### src/rtl/osc_ctrl_pkg.sv
// Constants shared by the oscillator control block and its helpers.
// Assumes register indices are mapped to byte address index*4 on APB.
package osc_ctrl_pkg;
   // -----------------------------------------------------------------
   // Register indices (byte address is four times the index)
   // -----------------------------------------------------------------
   localparam logic [5:0] IDX_MAIN_SEL  = 6'h00;
   localparam logic [5:0] IDX_MAIN_STAT = 6'h03;
   localparam logic [5:0] IDX_FAST_CTRL = 6'h10;
   localparam logic [5:0] IDX_FREQ_TRIM = 6'h11;
   localparam logic [5:0] IDX_TEMP_TRIM = 6'h12;
   localparam logic [5:0] IDX_SLOW_CTRL = 6'h18;
   localparam logic [5:0] IDX_XTAL_CTRL = 6'h1C;
   // -----------------------------------------------------------------
   // Field positions
   // -----------------------------------------------------------------
   localparam int BIT_RUN_STDBY = 1;
   localparam int BIT_XTAL_EN   = 0;
   localparam int BIT_XTAL_SEL  = 2;
   localparam int CRYSTAL_STARTUP_COUNT_LSB      = 4;
   localparam int CRYSTAL_STARTUP_COUNT_MSB      = 5;
   localparam int BIT_TRIM_LOCK = 7;
   localparam int FREQ_TRIM_MSB = 5;
   localparam int TEMP_TRIM_MSB = 3;
   localparam int STAT_SWITCH   = 0;
   localparam int STAT_FAST     = 4;
   localparam int STAT_SLOW     = 5;
   localparam int STAT_XTAL     = 6;
   localparam int STAT_EXT      = 7;
   // -----------------------------------------------------------------
   // Sources, counts and factory trim values
   // -----------------------------------------------------------------
   localparam logic [1:0] SRC_FAST = 2'h0;
   localparam logic [1:0] SRC_SLOW = 2'h1;
   localparam logic [1:0] SRC_XTAL = 2'h2;
   localparam logic [1:0] SRC_EXT  = 2'h3;
   localparam int          CNT_W         = 17;
   localparam logic [2:0]  FAST_GATE_CYC = 3'h4;
   localparam logic [2:0]  XTAL_GATE_CYC = 3'h3;
   localparam logic [1:0]  FREQUENCY_SELECT_FUSE_BITS_16M   = 2'h1;
   localparam logic [5:0]  FREQ_TRIM_16M = 6'h1C;
   localparam logic [5:0]  FREQ_TRIM_20M = 6'h20;
   localparam logic [3:0]  TEMP_TRIM_16M = 4'h7;
   localparam logic [3:0]  TEMP_TRIM_20M = 4'h8;
   localparam logic [7:0]  RST_CTRL      = 8'h00;

   function automatic logic [3:0] src_onehot(input logic [1:0] src);
      src_onehot = 4'h1 << src;
   endfunction : src_onehot
endpackage : osc_ctrl_pkg

### src/rtl/osc_gate_channel.sv
// One oscillator: start-up tracking and request-driven output gate.
// Assumes tick_i is a one-cycle pulse per oscillator cycle, on CLK_I.
`timescale 1ns/10ps
module osc_gate_channel (
   input  wire logic                            clk,
   input  wire logic                            rst,
   input  wire logic                            tick_i,
   input  wire logic                            enable_i,
   input  wire logic                            force_i,
   input  wire logic                            req_i,
   input  wire logic [osc_ctrl_pkg::CNT_W-1:0]  startup_i,
   input  wire logic [2:0]                      gate_cyc_i,
   output logic                                 on_o,
   output logic                                 ready_o,
   output logic                                 gate_o
);
   typedef enum logic [2:0] {
      OFF = 3'b001, START = 3'b010, STABLE = 3'b100
   } osc_state_t;
   osc_state_t                      state;
   logic [osc_ctrl_pkg::CNT_W-1:0]  su_cnt;
   logic [2:0]                      g_cnt;
   logic                            run;

   assign run = enable_i && (force_i || req_i);

   // Every legal state is out of OFF after an edge exactly when run was high
   always_ff @(posedge clk) begin
      if (rst)
         on_o <= 1'b0;
      else
         on_o <= run;
   end

   // Forced-on oscillators stay STABLE, so a request sees only the gate
   always_ff @(posedge clk) begin
      if (rst) begin
         state  <= OFF;
         su_cnt <= '0;
      end else begin
         case (state)
            OFF: begin
               su_cnt <= '0;
               if (run)
                  state <= (startup_i == '0) ? STABLE : START;
            end
            START: begin
               if (!run)
                  state <= OFF;
               else if (tick_i) begin
                  su_cnt <= su_cnt + 1'b1;
                  if (su_cnt + 1'b1 >= startup_i)
                     state <= STABLE;
               end
            end
            STABLE: if (!run) state <= OFF;
            default: state <= OFF;
         endcase
      end
   end

   // Gate opens after gate_cyc_i oscillator cycles of a held request
   always_ff @(posedge clk) begin
      if (rst || !req_i || state != STABLE) begin
         g_cnt  <= '0;
         gate_o <= 1'b0;
      end else if (tick_i && !gate_o) begin
         g_cnt <= g_cnt + 1'b1;
         if (g_cnt + 1'b1 == gate_cyc_i)
            gate_o <= 1'b1;
      end
   end

   always_ff @(posedge clk) begin
      if (rst)
         ready_o <= 1'b0;
      else
         ready_o <= (state == STABLE) && req_i;
   end
endmodule : osc_gate_channel

### src/rtl/main_clock_switch.sv
// Main clock source tracker: follows the selected source once stable.
// Assumes stable_i holds one stable flag per source code.
`timescale 1ns/10ps
module main_clock_switch (
   input  wire logic        clk,
   input  wire logic        rst,
   input  wire logic [1:0]  sel_i,
   input  wire logic [3:0]  stable_i,
   output logic [1:0]       cur_o,
   output logic             switching_o
);
   always_ff @(posedge clk) begin
      if (rst) begin
         cur_o       <= osc_ctrl_pkg::SRC_FAST;
         switching_o <= 1'b0;
      end else if (sel_i != cur_o && stable_i[sel_i]) begin
         cur_o       <= sel_i;
         switching_o <= 1'b0;
      end else begin
         switching_o <= (sel_i != cur_o);
      end
   end
endmodule : main_clock_switch

### src/rtl/osc_ctrl.sv
// Oscillator control and status registers on an APB slave port.
// Assumes oscillator tick inputs are one-cycle pulses on CLK_I and that
// fuse inputs are stable around reset.
//
// Summary of operation
// - Switching flag reads 1 until the newly selected source is stable.
// - Fast/slow run-in-standby keeps the oscillator running always.
// - Internal oscillator output only while that clock is requested.
// - Gate opens 4 oscillator cycles after request; forced-on skips start-up.
// - Six-bit frequency trim field shifts fast oscillator frequency.
// - Reset loads factory trims chosen by the frequency-select fuse bits.
// - Four-bit field sets fast oscillator temperature slope.
// - Read-only lock bit blocks writes to both trim registers.
// - Lock reset value comes from the trim-lock fuse bit.
// - Crystal select and start-up fields frozen while enabled or stable.
// - Start-up field selects 1k, 16k, 32k or 64k crystal cycles.
// - External clock source skips the crystal start-up count.
// - Select bit: 0 crystal, 1 external clock on crystal pin one.
// - Crystal run-in-standby with enable keeps crystal on always.
// - Crystal output passed on only while some peripheral requests it.
// - Forced-on, started crystal delivers output two to three cycles after request.
// - Crystal enable takes over both pins and freezes select/start-up.
// - Crystal stable status reads 1 only when stable and requested.
//
// Local design decision: the APB interface to the registers.
`timescale 1ns/10ps
module osc_ctrl #(
   parameter int unsigned XTAL_SU_0 = 1024,
   parameter int unsigned XTAL_SU_1 = 16384,
   parameter int unsigned XTAL_SU_2 = 32768,
   parameter int unsigned XTAL_SU_3 = 65536,
   parameter int unsigned FAST_SU   = 16,
   parameter int unsigned SLOW_SU   = 16
) (
   input  wire logic         CLK_I,
   input  wire logic         RESET_I,
   input  wire logic         PSEL_I,
   input  wire logic         PENABLE_I,
   input  wire logic         PWRITE_I,
   input  wire logic [7:0]   PADDR_I,
   input  wire logic [31:0]  PWDATA_I,
   input  wire logic [1:0]   FUSE_FREQ_SEL_I,
   input  wire logic         FUSE_TRIM_LOCK_I,
   input  wire logic         PROT_WRITE_OK_I,
   input  wire logic         FAST_TICK_I,
   input  wire logic         SLOW_TICK_I,
   input  wire logic         XTAL_TICK_I,
   input  wire logic         EXT_CLK_OK_I,
   input  wire logic         FAST_REQ_I,
   input  wire logic         SLOW_REQ_I,
   input  wire logic         XTAL_REQ_I,
   output logic [31:0]       PRDATA_O,
   output logic              PREADY_O,
   output logic              PSLVERR_O,
   output logic              FAST_OSC_ON_O,
   output logic              SLOW_OSC_ON_O,
   output logic              XTAL_OSC_ON_O,
   output logic              FAST_CLK_GATE_O,
   output logic              SLOW_CLK_GATE_O,
   output logic              XTAL_CLK_GATE_O,
   output logic [5:0]        FREQ_TRIM_O,
   output logic [3:0]        TEMP_SLOPE_O,
   output logic              XTAL_PIN_OVR_O,
   output logic              XTAL_EXT_CLK_O,
   output logic [1:0]        MAIN_CLK_SRC_O
);
   // ----------------------------------------------------------------
   // Register state
   // ----------------------------------------------------------------
   logic [1:0]                      main_sel;
   logic                            fast_rs;
   logic                            slow_rs;
   logic [5:0]                      freq_trim;
   logic [3:0]                      temp_trim;
   logic                            trim_lock;
   logic [1:0]                      xtal_crystal_startup_count;
   logic                            xtal_sel;
   logic                            xtal_rs;
   logic                            xtal_en;
   logic                            init_done;
   logic [1:0]                      cur_src;
   logic                            switching;
   logic                            fast_ready;
   logic                            slow_ready;
   logic                            xtal_ready;
   logic [3:0]                      main_req;
   logic [osc_ctrl_pkg::CNT_W-1:0]  xtal_su;
   logic [osc_ctrl_pkg::CNT_W-1:0]  fast_su;
   logic [osc_ctrl_pkg::CNT_W-1:0]  slow_su;
   logic [5:0]                      idx;
   logic                            acc;
   logic                            wr;
   logic                            mapped;
   logic [7:0]                      next_rdata;
   logic [7:0]                      wd;

   assign idx = PADDR_I[7:2];
   assign wd  = PWDATA_I[7:0];
   assign acc = PSEL_I && PENABLE_I && !PREADY_O;
   // Write lands on the edge where the master sees pready high
   assign wr  = PSEL_I && PENABLE_I && PWRITE_I && PREADY_O && mapped;

   always_comb begin
      case (idx)
         osc_ctrl_pkg::IDX_MAIN_SEL,  osc_ctrl_pkg::IDX_MAIN_STAT,
         osc_ctrl_pkg::IDX_FAST_CTRL, osc_ctrl_pkg::IDX_FREQ_TRIM,
         osc_ctrl_pkg::IDX_TEMP_TRIM, osc_ctrl_pkg::IDX_SLOW_CTRL,
         osc_ctrl_pkg::IDX_XTAL_CTRL: mapped = (PADDR_I[1:0] == 2'h0);
         default:                     mapped = 1'b0;
      endcase
   end

   // ----------------------------------------------------------------
   // Oscillator control writes
   // ----------------------------------------------------------------
   always_ff @(posedge CLK_I) begin
      if (RESET_I) begin
         main_sel <= osc_ctrl_pkg::SRC_FAST;
         fast_rs  <= 1'b0;
         slow_rs  <= 1'b0;
      end else if (wr) begin
         case (idx)
            osc_ctrl_pkg::IDX_MAIN_SEL:  main_sel <= wd[1:0];
            osc_ctrl_pkg::IDX_FAST_CTRL:
               fast_rs <= wd[osc_ctrl_pkg::BIT_RUN_STDBY];
            osc_ctrl_pkg::IDX_SLOW_CTRL:
               slow_rs <= wd[osc_ctrl_pkg::BIT_RUN_STDBY];
            default: ;
         endcase
      end
   end

   // ----------------------------------------------------------------
   // Fast oscillator trim, loaded from fuses during reset
   // ----------------------------------------------------------------
   always_ff @(posedge CLK_I) begin
      if (RESET_I) begin
         trim_lock <= FUSE_TRIM_LOCK_I;
         if (FUSE_FREQ_SEL_I == osc_ctrl_pkg::FREQUENCY_SELECT_FUSE_BITS_16M) begin
            freq_trim <= osc_ctrl_pkg::FREQ_TRIM_16M;
            temp_trim <= osc_ctrl_pkg::TEMP_TRIM_16M;
         end else begin
            freq_trim <= osc_ctrl_pkg::FREQ_TRIM_20M;
            temp_trim <= osc_ctrl_pkg::TEMP_TRIM_20M;
         end
      end else if (wr && !trim_lock) begin
         if (idx == osc_ctrl_pkg::IDX_FREQ_TRIM)
            freq_trim <= wd[osc_ctrl_pkg::FREQ_TRIM_MSB:0];
         if (idx == osc_ctrl_pkg::IDX_TEMP_TRIM)
            temp_trim <= wd[osc_ctrl_pkg::TEMP_TRIM_MSB:0];
      end
   end

   // ----------------------------------------------------------------
   // Crystal control
   // ----------------------------------------------------------------
   // Select and start-up freeze on the old enable, so a write that sets
   // enable may still load them in the same access.
   always_ff @(posedge CLK_I) begin
      if (RESET_I) begin
         xtal_crystal_startup_count <= '0;
         xtal_sel  <= 1'b0;
         xtal_rs   <= 1'b0;
         xtal_en   <= 1'b0;
      end else if (wr && idx == osc_ctrl_pkg::IDX_XTAL_CTRL) begin
         if (!xtal_en && !xtal_ready) begin
            xtal_crystal_startup_count <= wd[osc_ctrl_pkg::CRYSTAL_STARTUP_COUNT_MSB:osc_ctrl_pkg::CRYSTAL_STARTUP_COUNT_LSB];
            xtal_sel  <= wd[osc_ctrl_pkg::BIT_XTAL_SEL];
         end
         if (PROT_WRITE_OK_I) begin
            xtal_rs <= wd[osc_ctrl_pkg::BIT_RUN_STDBY];
            xtal_en <= wd[osc_ctrl_pkg::BIT_XTAL_EN];
         end
      end
   end

   always_comb begin
      case (xtal_crystal_startup_count)
         2'h0:    xtal_su = osc_ctrl_pkg::CNT_W'(XTAL_SU_0);
         2'h1:    xtal_su = osc_ctrl_pkg::CNT_W'(XTAL_SU_1);
         2'h2:    xtal_su = osc_ctrl_pkg::CNT_W'(XTAL_SU_2);
         default: xtal_su = osc_ctrl_pkg::CNT_W'(XTAL_SU_3);
      endcase
      if (xtal_sel)
         xtal_su = '0;
   end

   // Start-up applies only from cold; a forced-on oscillator is already up
   assign fast_su = osc_ctrl_pkg::CNT_W'(FAST_SU);
   assign slow_su = osc_ctrl_pkg::CNT_W'(SLOW_SU);

   // The main clock counts as a requester of both old and new source
   assign main_req = osc_ctrl_pkg::src_onehot(main_sel)
                   | osc_ctrl_pkg::src_onehot(cur_src);

   // ----------------------------------------------------------------
   // Oscillator channels and main source switch
   // ----------------------------------------------------------------
   osc_gate_channel u_fast (
      .clk        (CLK_I),
      .rst        (RESET_I),
      .tick_i     (FAST_TICK_I),
      .enable_i   (1'b1),
      .force_i    (fast_rs),
      .req_i      (FAST_REQ_I || main_req[osc_ctrl_pkg::SRC_FAST]),
      .startup_i  (fast_su),
      .gate_cyc_i (osc_ctrl_pkg::FAST_GATE_CYC),
      .on_o       (FAST_OSC_ON_O),
      .ready_o    (fast_ready),
      .gate_o     (FAST_CLK_GATE_O)
   );

   osc_gate_channel u_slow (
      .clk        (CLK_I),
      .rst        (RESET_I),
      .tick_i     (SLOW_TICK_I),
      .enable_i   (1'b1),
      .force_i    (slow_rs),
      .req_i      (SLOW_REQ_I || main_req[osc_ctrl_pkg::SRC_SLOW]),
      .startup_i  (slow_su),
      .gate_cyc_i (osc_ctrl_pkg::FAST_GATE_CYC),
      .on_o       (SLOW_OSC_ON_O),
      .ready_o    (slow_ready),
      .gate_o     (SLOW_CLK_GATE_O)
   );

   osc_gate_channel u_xtal (
      .clk        (CLK_I),
      .rst        (RESET_I),
      .tick_i     (XTAL_TICK_I),
      .enable_i   (xtal_en),
      .force_i    (xtal_rs),
      .req_i      (XTAL_REQ_I || main_req[osc_ctrl_pkg::SRC_XTAL]),
      .startup_i  (xtal_su),
      .gate_cyc_i (osc_ctrl_pkg::XTAL_GATE_CYC),
      .on_o       (XTAL_OSC_ON_O),
      .ready_o    (xtal_ready),
      .gate_o     (XTAL_CLK_GATE_O)
   );

   main_clock_switch u_switch (
      .clk         (CLK_I),
      .rst         (RESET_I),
      .sel_i       (main_sel),
      .stable_i    ({EXT_CLK_OK_I, xtal_ready, slow_ready, fast_ready}),
      .cur_o       (cur_src),
      .switching_o (switching)
   );

   // ----------------------------------------------------------------
   // Pin and trim outputs
   // ----------------------------------------------------------------
   always_ff @(posedge CLK_I) begin
      if (RESET_I) begin
         XTAL_PIN_OVR_O <= 1'b0;
         XTAL_EXT_CLK_O <= 1'b0;
         FREQ_TRIM_O    <= '0;
         TEMP_SLOPE_O   <= '0;
         MAIN_CLK_SRC_O <= osc_ctrl_pkg::SRC_FAST;
      end else begin
         XTAL_PIN_OVR_O <= xtal_en;
         XTAL_EXT_CLK_O <= xtal_sel;
         FREQ_TRIM_O    <= freq_trim;
         TEMP_SLOPE_O   <= temp_trim;
         MAIN_CLK_SRC_O <= cur_src;
      end
   end

   // ----------------------------------------------------------------
   // APB read path, one wait state
   // ----------------------------------------------------------------
   always_comb begin
      next_rdata = osc_ctrl_pkg::RST_CTRL;
      case (idx)
         osc_ctrl_pkg::IDX_MAIN_SEL:  next_rdata[1:0] = main_sel;
         osc_ctrl_pkg::IDX_MAIN_STAT: begin
            next_rdata[osc_ctrl_pkg::STAT_SWITCH] = switching;
            next_rdata[osc_ctrl_pkg::STAT_FAST]   = fast_ready;
            next_rdata[osc_ctrl_pkg::STAT_SLOW]   = slow_ready;
            next_rdata[osc_ctrl_pkg::STAT_XTAL]   = xtal_ready;
            next_rdata[osc_ctrl_pkg::STAT_EXT]    = EXT_CLK_OK_I;
         end
         osc_ctrl_pkg::IDX_FAST_CTRL:
            next_rdata[osc_ctrl_pkg::BIT_RUN_STDBY] = fast_rs;
         osc_ctrl_pkg::IDX_FREQ_TRIM:
            next_rdata[osc_ctrl_pkg::FREQ_TRIM_MSB:0] = freq_trim;
         osc_ctrl_pkg::IDX_TEMP_TRIM: begin
            next_rdata[osc_ctrl_pkg::TEMP_TRIM_MSB:0] = temp_trim;
            next_rdata[osc_ctrl_pkg::BIT_TRIM_LOCK]   = trim_lock;
         end
         osc_ctrl_pkg::IDX_SLOW_CTRL:
            next_rdata[osc_ctrl_pkg::BIT_RUN_STDBY] = slow_rs;
         osc_ctrl_pkg::IDX_XTAL_CTRL: begin
            next_rdata[osc_ctrl_pkg::CRYSTAL_STARTUP_COUNT_MSB:osc_ctrl_pkg::CRYSTAL_STARTUP_COUNT_LSB] =
               xtal_crystal_startup_count;
            next_rdata[osc_ctrl_pkg::BIT_XTAL_SEL]  = xtal_sel;
            next_rdata[osc_ctrl_pkg::BIT_RUN_STDBY] = xtal_rs;
            next_rdata[osc_ctrl_pkg::BIT_XTAL_EN]   = xtal_en;
         end
         default: ;
      endcase
      if (!mapped)
         next_rdata = '0;
   end

   always_ff @(posedge CLK_I) begin
      if (RESET_I) begin
         PREADY_O  <= 1'b0;
         PSLVERR_O <= 1'b0;
         PRDATA_O  <= '0;
      end else begin
         PREADY_O  <= acc;
         PSLVERR_O <= acc && !mapped;
         if (acc)
            PRDATA_O <= {24'h000000, next_rdata};
      end
   end
endmodule : osc_ctrl

### config.mk
export PLATFORM = sky130hd
export DESIGN_NAME = osc_ctrl
export DESIGN_NICKNAME = d
export VERILOG_FILES = /design/src/rtl/osc_ctrl_pkg.sv /design/src/rtl/osc_gate_channel.sv /design/src/rtl/main_clock_switch.sv /design/src/rtl/osc_ctrl.sv
export SDC_FILE = /design/constraint.sdc
export NUM_CORES = 1
export LEC_CHECK = 0
export BUFFER_PORTS_ARGS = -buffer_cell sky130_fd_sc_hd__buf_4
export CELL_PAD_IN_SITES_DETAIL_PLACEMENT = 1
export CELL_PAD_IN_SITES_GLOBAL_PLACEMENT = 1
export CORE_MARGIN = 2
export CORE_UTILIZATION = 45
export CTS_BUF_LIST = sky130_fd_sc_hd__clkbuf_4
export DETAILED_ROUTE_END_ITERATION = 7
export PLACE_DENSITY_LB_ADDON = 0.1
export SYNTH_ARGS = -nofsm -noshare
export SYNTH_HDL_FRONTEND = slang
export SYNTH_HIERARCHICAL = 1
export SYNTH_SLANG_ARGS = --single-unit
export TNS_END_PERCENT = 50
### constraint.sdc
create_clock -name CLK_I -period 3.65 [get_ports CLK_I]
set_input_delay 0.1825 -clock CLK_I [delete_from_list [all_inputs] [get_ports CLK_I]]
set_output_delay 0.1825 -clock CLK_I [all_outputs]
set_load 0.005 [all_outputs]
Word level (Yosys, flattened, before mapping)
Index checks and enable logic that the tools add are counted.
{ "word_totals": {"reg_bits": 125, "latchBits": 0, "mem_bits_rw": 0, "romBits": 0, "in_bits": 56, "out_inout_bits": 54, "wordCells": 211, "n_memories": 0} }
{ "op_classes": {"add_sub_neg": 6, "mul": 0, "div": 0, "n_lt_le_gt_ge": 4, "eq_ne": 43, "shifts": 2, "n_mux": 49, "n_bitwise": 1, "reduce_logical": 68} }
{ "ops": {"columns": ["operator", "n"], "rows": [
  ["17-bit 2-to-1 mux", 7],
  ["17-bit one-hot mux with 2 select lines", 3],
  ["17-bit by 1-bit adder with 17-bit output, second input constant", 3],
  ["17-bit one-hot mux with 3 select lines", 1],
  ["3-bit 2-to-1 mux", 16],
  ["17-bit by 5-bit greater-or-equal comparator with 1-bit output, second input constant", 2],
  ["6-bit by 5-bit == test with 1-bit output, second input constant", 5],
  ["3-bit inequality test, second input constant", 9],
  ["3-bit one-hot mux with 3 select lines", 3],
  ["6-bit 2-to-1 mux", 4],
  ["2-bit AND reduction", 10],
  ["17-bit greater-or-equal comparator", 1],
  ["1-bit logical AND", 17],
  ["17-bit zero test", 1],
  ["4-bit 2-to-1 mux", 4],
  ["3-bit == test, second input constant", 5],
  ["3-bit by 2-bit == test with 1-bit output, second input constant", 4],
  ["1-bit logical OR", 12],
  ["2-bit by 1-bit inequality test with 1-bit output, second input constant", 6],
  ["2-bit inequality test, second input constant", 6],
  ["4-bit AND reduction", 3],
  ["2-bit nonzero test", 6],
  ["1-bit zero test", 11],
  ["3-bit by 1-bit adder with 3-bit output, second input constant", 3],
  ["21 further kinds", 31]
]} }

Logic depth before layout (Yosys ltp)
{ "logic_depth": {"depth_word": 8, "depth_mapped": 13, "depth_no_buf": 13} }

By module
The synthesis kept the hierarchy.
{ "by_module_without_submodules": {"columns": ["module", "instances", "cells_each", "area_each_um2", "seq_area_each_um2"], "rows": [
  ["osc_gate_channel at u_fast ...", 2, 255, 1984.4, 520.5],
  ["osc_ctrl", 1, 219, 2143.3, 991.0],
  ["osc_gate_channel at u_xtal", 1, 247, 1920.6, 520.5],
  ["main_clock_switch", 1, 21, 193.9, 60.1]
]} }

Worst setup path before layout
Ideal clock, no wire load.
{ "synth_path": {"kind": "flip-flop to flip-flop", "from": "register u_fast/su_cnt[0] (netlist bit)", "to": "register u_fast.state[2]", "setup_time_ps": 101, "t_arrival_ps": 2938, "t_required_ps": 3549, "setup_slack_ps": 611, "path_stages_with_launch": 12, "path_buffers": 0, "synth_period_minus_slack_ps": 3039, "cell_sequence": "dfxtp_1 -> ha_1 -> nand2_1 -> nor2_1 -> xor2_1 -> ha_1 -> a211oi_1 -> o22ai_1 -> or4_1 -> a32o_2 -> or4b_1 -> o41ai_1"} }
{ "synth_via": {"elab_chain_cells": 4} }
{ "synth_rtl": {"columns": ["element", "line", "source"], "rows": [
  ["start: declaration", "osc_gate_channel.sv:21", "logic [osc_ctrl_pkg::CNT_W-1:0] su_cnt;"],
  ["start signal: assignment", "osc_gate_channel.sv:51", "su_cnt <= su_cnt + 1'b1;"],
  ["17-bit by 1-bit adder with 17-bit output", "osc_gate_channel.sv:52", "if (su_cnt + 1'b1 >= startup_i)"],
  ["17-bit by 5-bit greater-or-equal comparator with 1-bit output", "osc_gate_channel.sv:52", null],
  ["3-bit inequality test (no source line)", null, null],
  ["4-bit AND reduction (no source line)", null, null],
  ["end signal: assignment", "osc_gate_channel.sv:45", "state <= (startup_i == '0) ? STABLE : START;"],
  ["end: declaration", "osc_gate_channel.sv:20", "osc_state_t state;"]
]} }
Every way passes these cells.
A chain may end at the register's enable or synchronous reset.

Final worst setup path
Same ends and word-level chain as after synthesis.

==> flow_metrics.env <==
export IMPL_required_ps=4110
export IMPL_drcViolationCount=0
export IMPL_internal_power_uw=1933
export IMPL_tritoncts="built"
export IMPL_pwr_share_clk=0.375
export IMPL_die_height_um=139.2
export IMPL_cts_made_buffers=17
export IMPL_drive_gt1_frac=0.1146
export IMPL_syn_avg_cell_area_um2=8.251
export IMPL_status="completed"
export IMPL_maxSlewViolCount=0
export IMPL_switching_power_uw=790.6
export IMPL_dpl_hpwl_mm=15.24
export IMPL_swShare=0.2903
export IMPL_viasPerCell=5.291
export IMPL_fin_skew_ps=23.41
export IMPL_wl_per_cell_um=15.05
export IMPL_hp_class="in -> reg"
export IMPL_ys_seq_area_frac=0.3176
export IMPL_cts_buffer_depth=2
export IMPL_core_um2=17960
export IMPL_globalRouteOverflowTotal=0
export IMPL_async_reset_ff_frac=0
export IMPL_dpl_cell_count=1346
export IMPL_hold_viol=0
export IMPL_instances_no_fill=1391
export IMPL_clk_pin_slew_ps=130
export IMPL_route_vias_total=7360
export IMPL_crit_type="reg -> reg"
export IMPL_cp_max_fo=6
export IMPL_grt_usage=0.2225
export IMPL_finalSetupViolCount=0
export IMPL_peakVddDrop_mv=0.1905
export IMPL_die_w_um=139.2
export IMPL_rsz0062_at_grt="false"
export IMPL_insertion_delay_ps=560
export IMPL_cap_viol_max_count=0
export IMPL_synth_ff_type="dfxtp_1"
export IMPL_seqPwrFrac=0.524
export IMPL_min_period_over_period=0.9113
export IMPL_die_area_um2=19380
export IMPL_slew_headroom=0.3698
export IMPL_nNetsFinal=1262
export IMPL_worst_pin_slew_ps=945.3
export IMPL_area_growth_pct=15.57
export IMPL_grt_max_degree=86
export IMPL_netlist_cell_type_count=79
export IMPL_synth_cells=997
export IMPL_ioPinCount=110
export IMPL_grt_pass1_vias=7548
export IMPL_initial_core_util=0.4580
export IMPL_cts_sinks=125
export IMPL_drt_pass1_iter_count=4
export IMPL_tns_ps=0
export IMPL_synth_warnings=6
export IMPL_syn_area_um2=8227
export IMPL_endpoint_kind="flip-flop"
export IMPL_synth_edff_count=11
export IMPL_drt_iter0_drc=265
export IMPL_postRouteAntennaNets=0
export IMPL_antenna_found_initial=1
export IMPL_fmax_mhz=300.6
export IMPL_power_density_nw_per_um2=286.4
export IMPL_synth_seq_cells=125
export IMPL_p_leak_uw=0.004071
export IMPL_pwr_share_comb=0.101
export IMPL_arrival_ps=3780
export IMPL_clockRootBuffer="clkbuf_4"
export IMPL_gp_congestion=0.7998
export IMPL_fp_row_count=49
export IMPL_drt_wl_total_mm=20.94
export IMPL_numPortBuffers=59
export IMPL_startpoint_type="flip-flop"
export IMPL_finalCriticalPeriod_ps=3326
export IMPL_grt_pass1_wl_mm=35.96
export IMPL_htreeDepth=4
export IMPL_final_util=0.5293
export IMPL_n_fill_cell=2234
==> worst paths after layout <==
kind	slack [ps]	from	endpoint	cells past startpoint
max reg2reg	320	u_fast/su_cnt[0]	u_fast/state[2]	11
min	40	PADDR_I[1]	slow_rs	5
min reg2reg	490	PRDATA_O[3]	PRDATA_O[3]	1
max	320	u_fast/su_cnt[0]	u_fast/state[2]	11
==> layout make-up <==
type / instances / area [um2] / area share
timing repair buffer: 82 / 648.1 / 0.06817
antenna: 1 / 2.502 / 0.0002632
tap: 229 / 286.5 / 0.03014
clock inverter: 14 / 157.7 / 0.01658
clock buffer: 17 / 127.6 / 0.01342
sequential: 125 / 2613 / 0.2748
multi-input combinational: 844 / 5376 / 0.5655
inverter: 79 / 296.5 / 0.03119
==> worst max-delay path, stage by stage, from the launching register on <==
cell	delay (ps)
dfxtp_1	440
ha_1	280
nand2_1	150
nor2_4	190
xor2_1	170
ha_1	260
a211oi_1	330
o22ai_1	130
or4_1	430
a32o_2	320
or4b_1	470
o41ai_1	70
==> power groups by stage <==
stage	combinational (uW)	sequential, uW	clock, uW
floorplan	187	1450	0
global placement	253	1450	0
detailed placement	258	1460	0
CTS	271	1430	1060
global route	312	1430	1110
finish	275	1430	1020
==> cells in the mapped netlist (9+ instances only) <==
library cell  count  area [um2]
o21ai_0          58       290.3
nand4_1          20       125.1
and4_1            9       78.83
nor2b_1          20       125.1
nor3_1           15       75.07
clkbuf_1         26       97.59
xor2_1           32       280.3
nand3_1          39       195.2
mux2i_1          13       130.1
dfxtp_1         114        2282
and3_1           11       68.82
nand2_1          55       206.5
ha_1             57       713.2
nor4_1           16       100.1
nand3b_1         22       165.2
a21oi_1          76       380.4
xnor2_1          34       297.8
inv_1            79       296.5
edfxtp_1         11       330.3
buf_4            26       195.2
nor2_1           92       345.3
==> registers in the layout, summed over array words and instances, names as in the netlist, 4 cells and up <==
name           count
u_fast/su_cnt     17
u_slow/su_cnt     17
FREQ_TRIM_O        6
u_xtal/su_cnt     17
TEMP_SLOPE_O       4
PRDATA_O           8
temp_trim          4
freq_trim          6
==> through the flow <==
| step | area (um2) | hold WS (ps) | power, uW | worst slack [ps] |
|---|---|---|---|---|
| 3_5_place_dp | 9082 | 363.4 | 1716 | 205.3 |
| 6_report | 9508 | 38.02 | 2723 | 323.7 |
| 2_1_floorplan | 8673 | 248.7 | 1637 | 611.2 |
| 4_1_cts | 9498 | 5.386 | 2753 | 150.9 |
| 5_1_grt | 9508 | 27.47 | 2857 | 63.75 |
| 3_3_place_gp | 9082 | 361.6 | 1708 | 321.5 |
==> layout by cell type (no fill, tap or decap), drive strengths merged, types with 41 or more instances in the layout <==
master	instances
inv	85
conb	121
nand3	41
ha	57
dfxtp	114
a21oi	76
buf	69
nand2	55
nor2	93
o21ai	59
==> cells by family after synthesis <==
kind of cell | share of synthesized area
AOI/OAI and AO/OA | 0.1720
buffers and inverters | 0.08487
adders and majority gates | 0.08669
DFF | 0.3176
xor gates and xnor gates | 0.07027
and+or+nand+nor | 0.2473
other | 0.0009129
muxes | 0.02038
==> per-layer routing <==
metal  track usage  share of wire
met3       0.03476          0.031
met4       0.07124          0.016
met2        0.3853           0.48
met5             0              0
met1        0.2851           0.47
==> repair_timing <==
item                                   in CTS  in global routing
endpoints found under the hold margin      19                  0
gates resized for setup                     0                  2
buffers inserted                            0                  0
hold buffers                               13                  0
setup endpoints to repair                   0                  2
(Power assumes the default switching activity.)
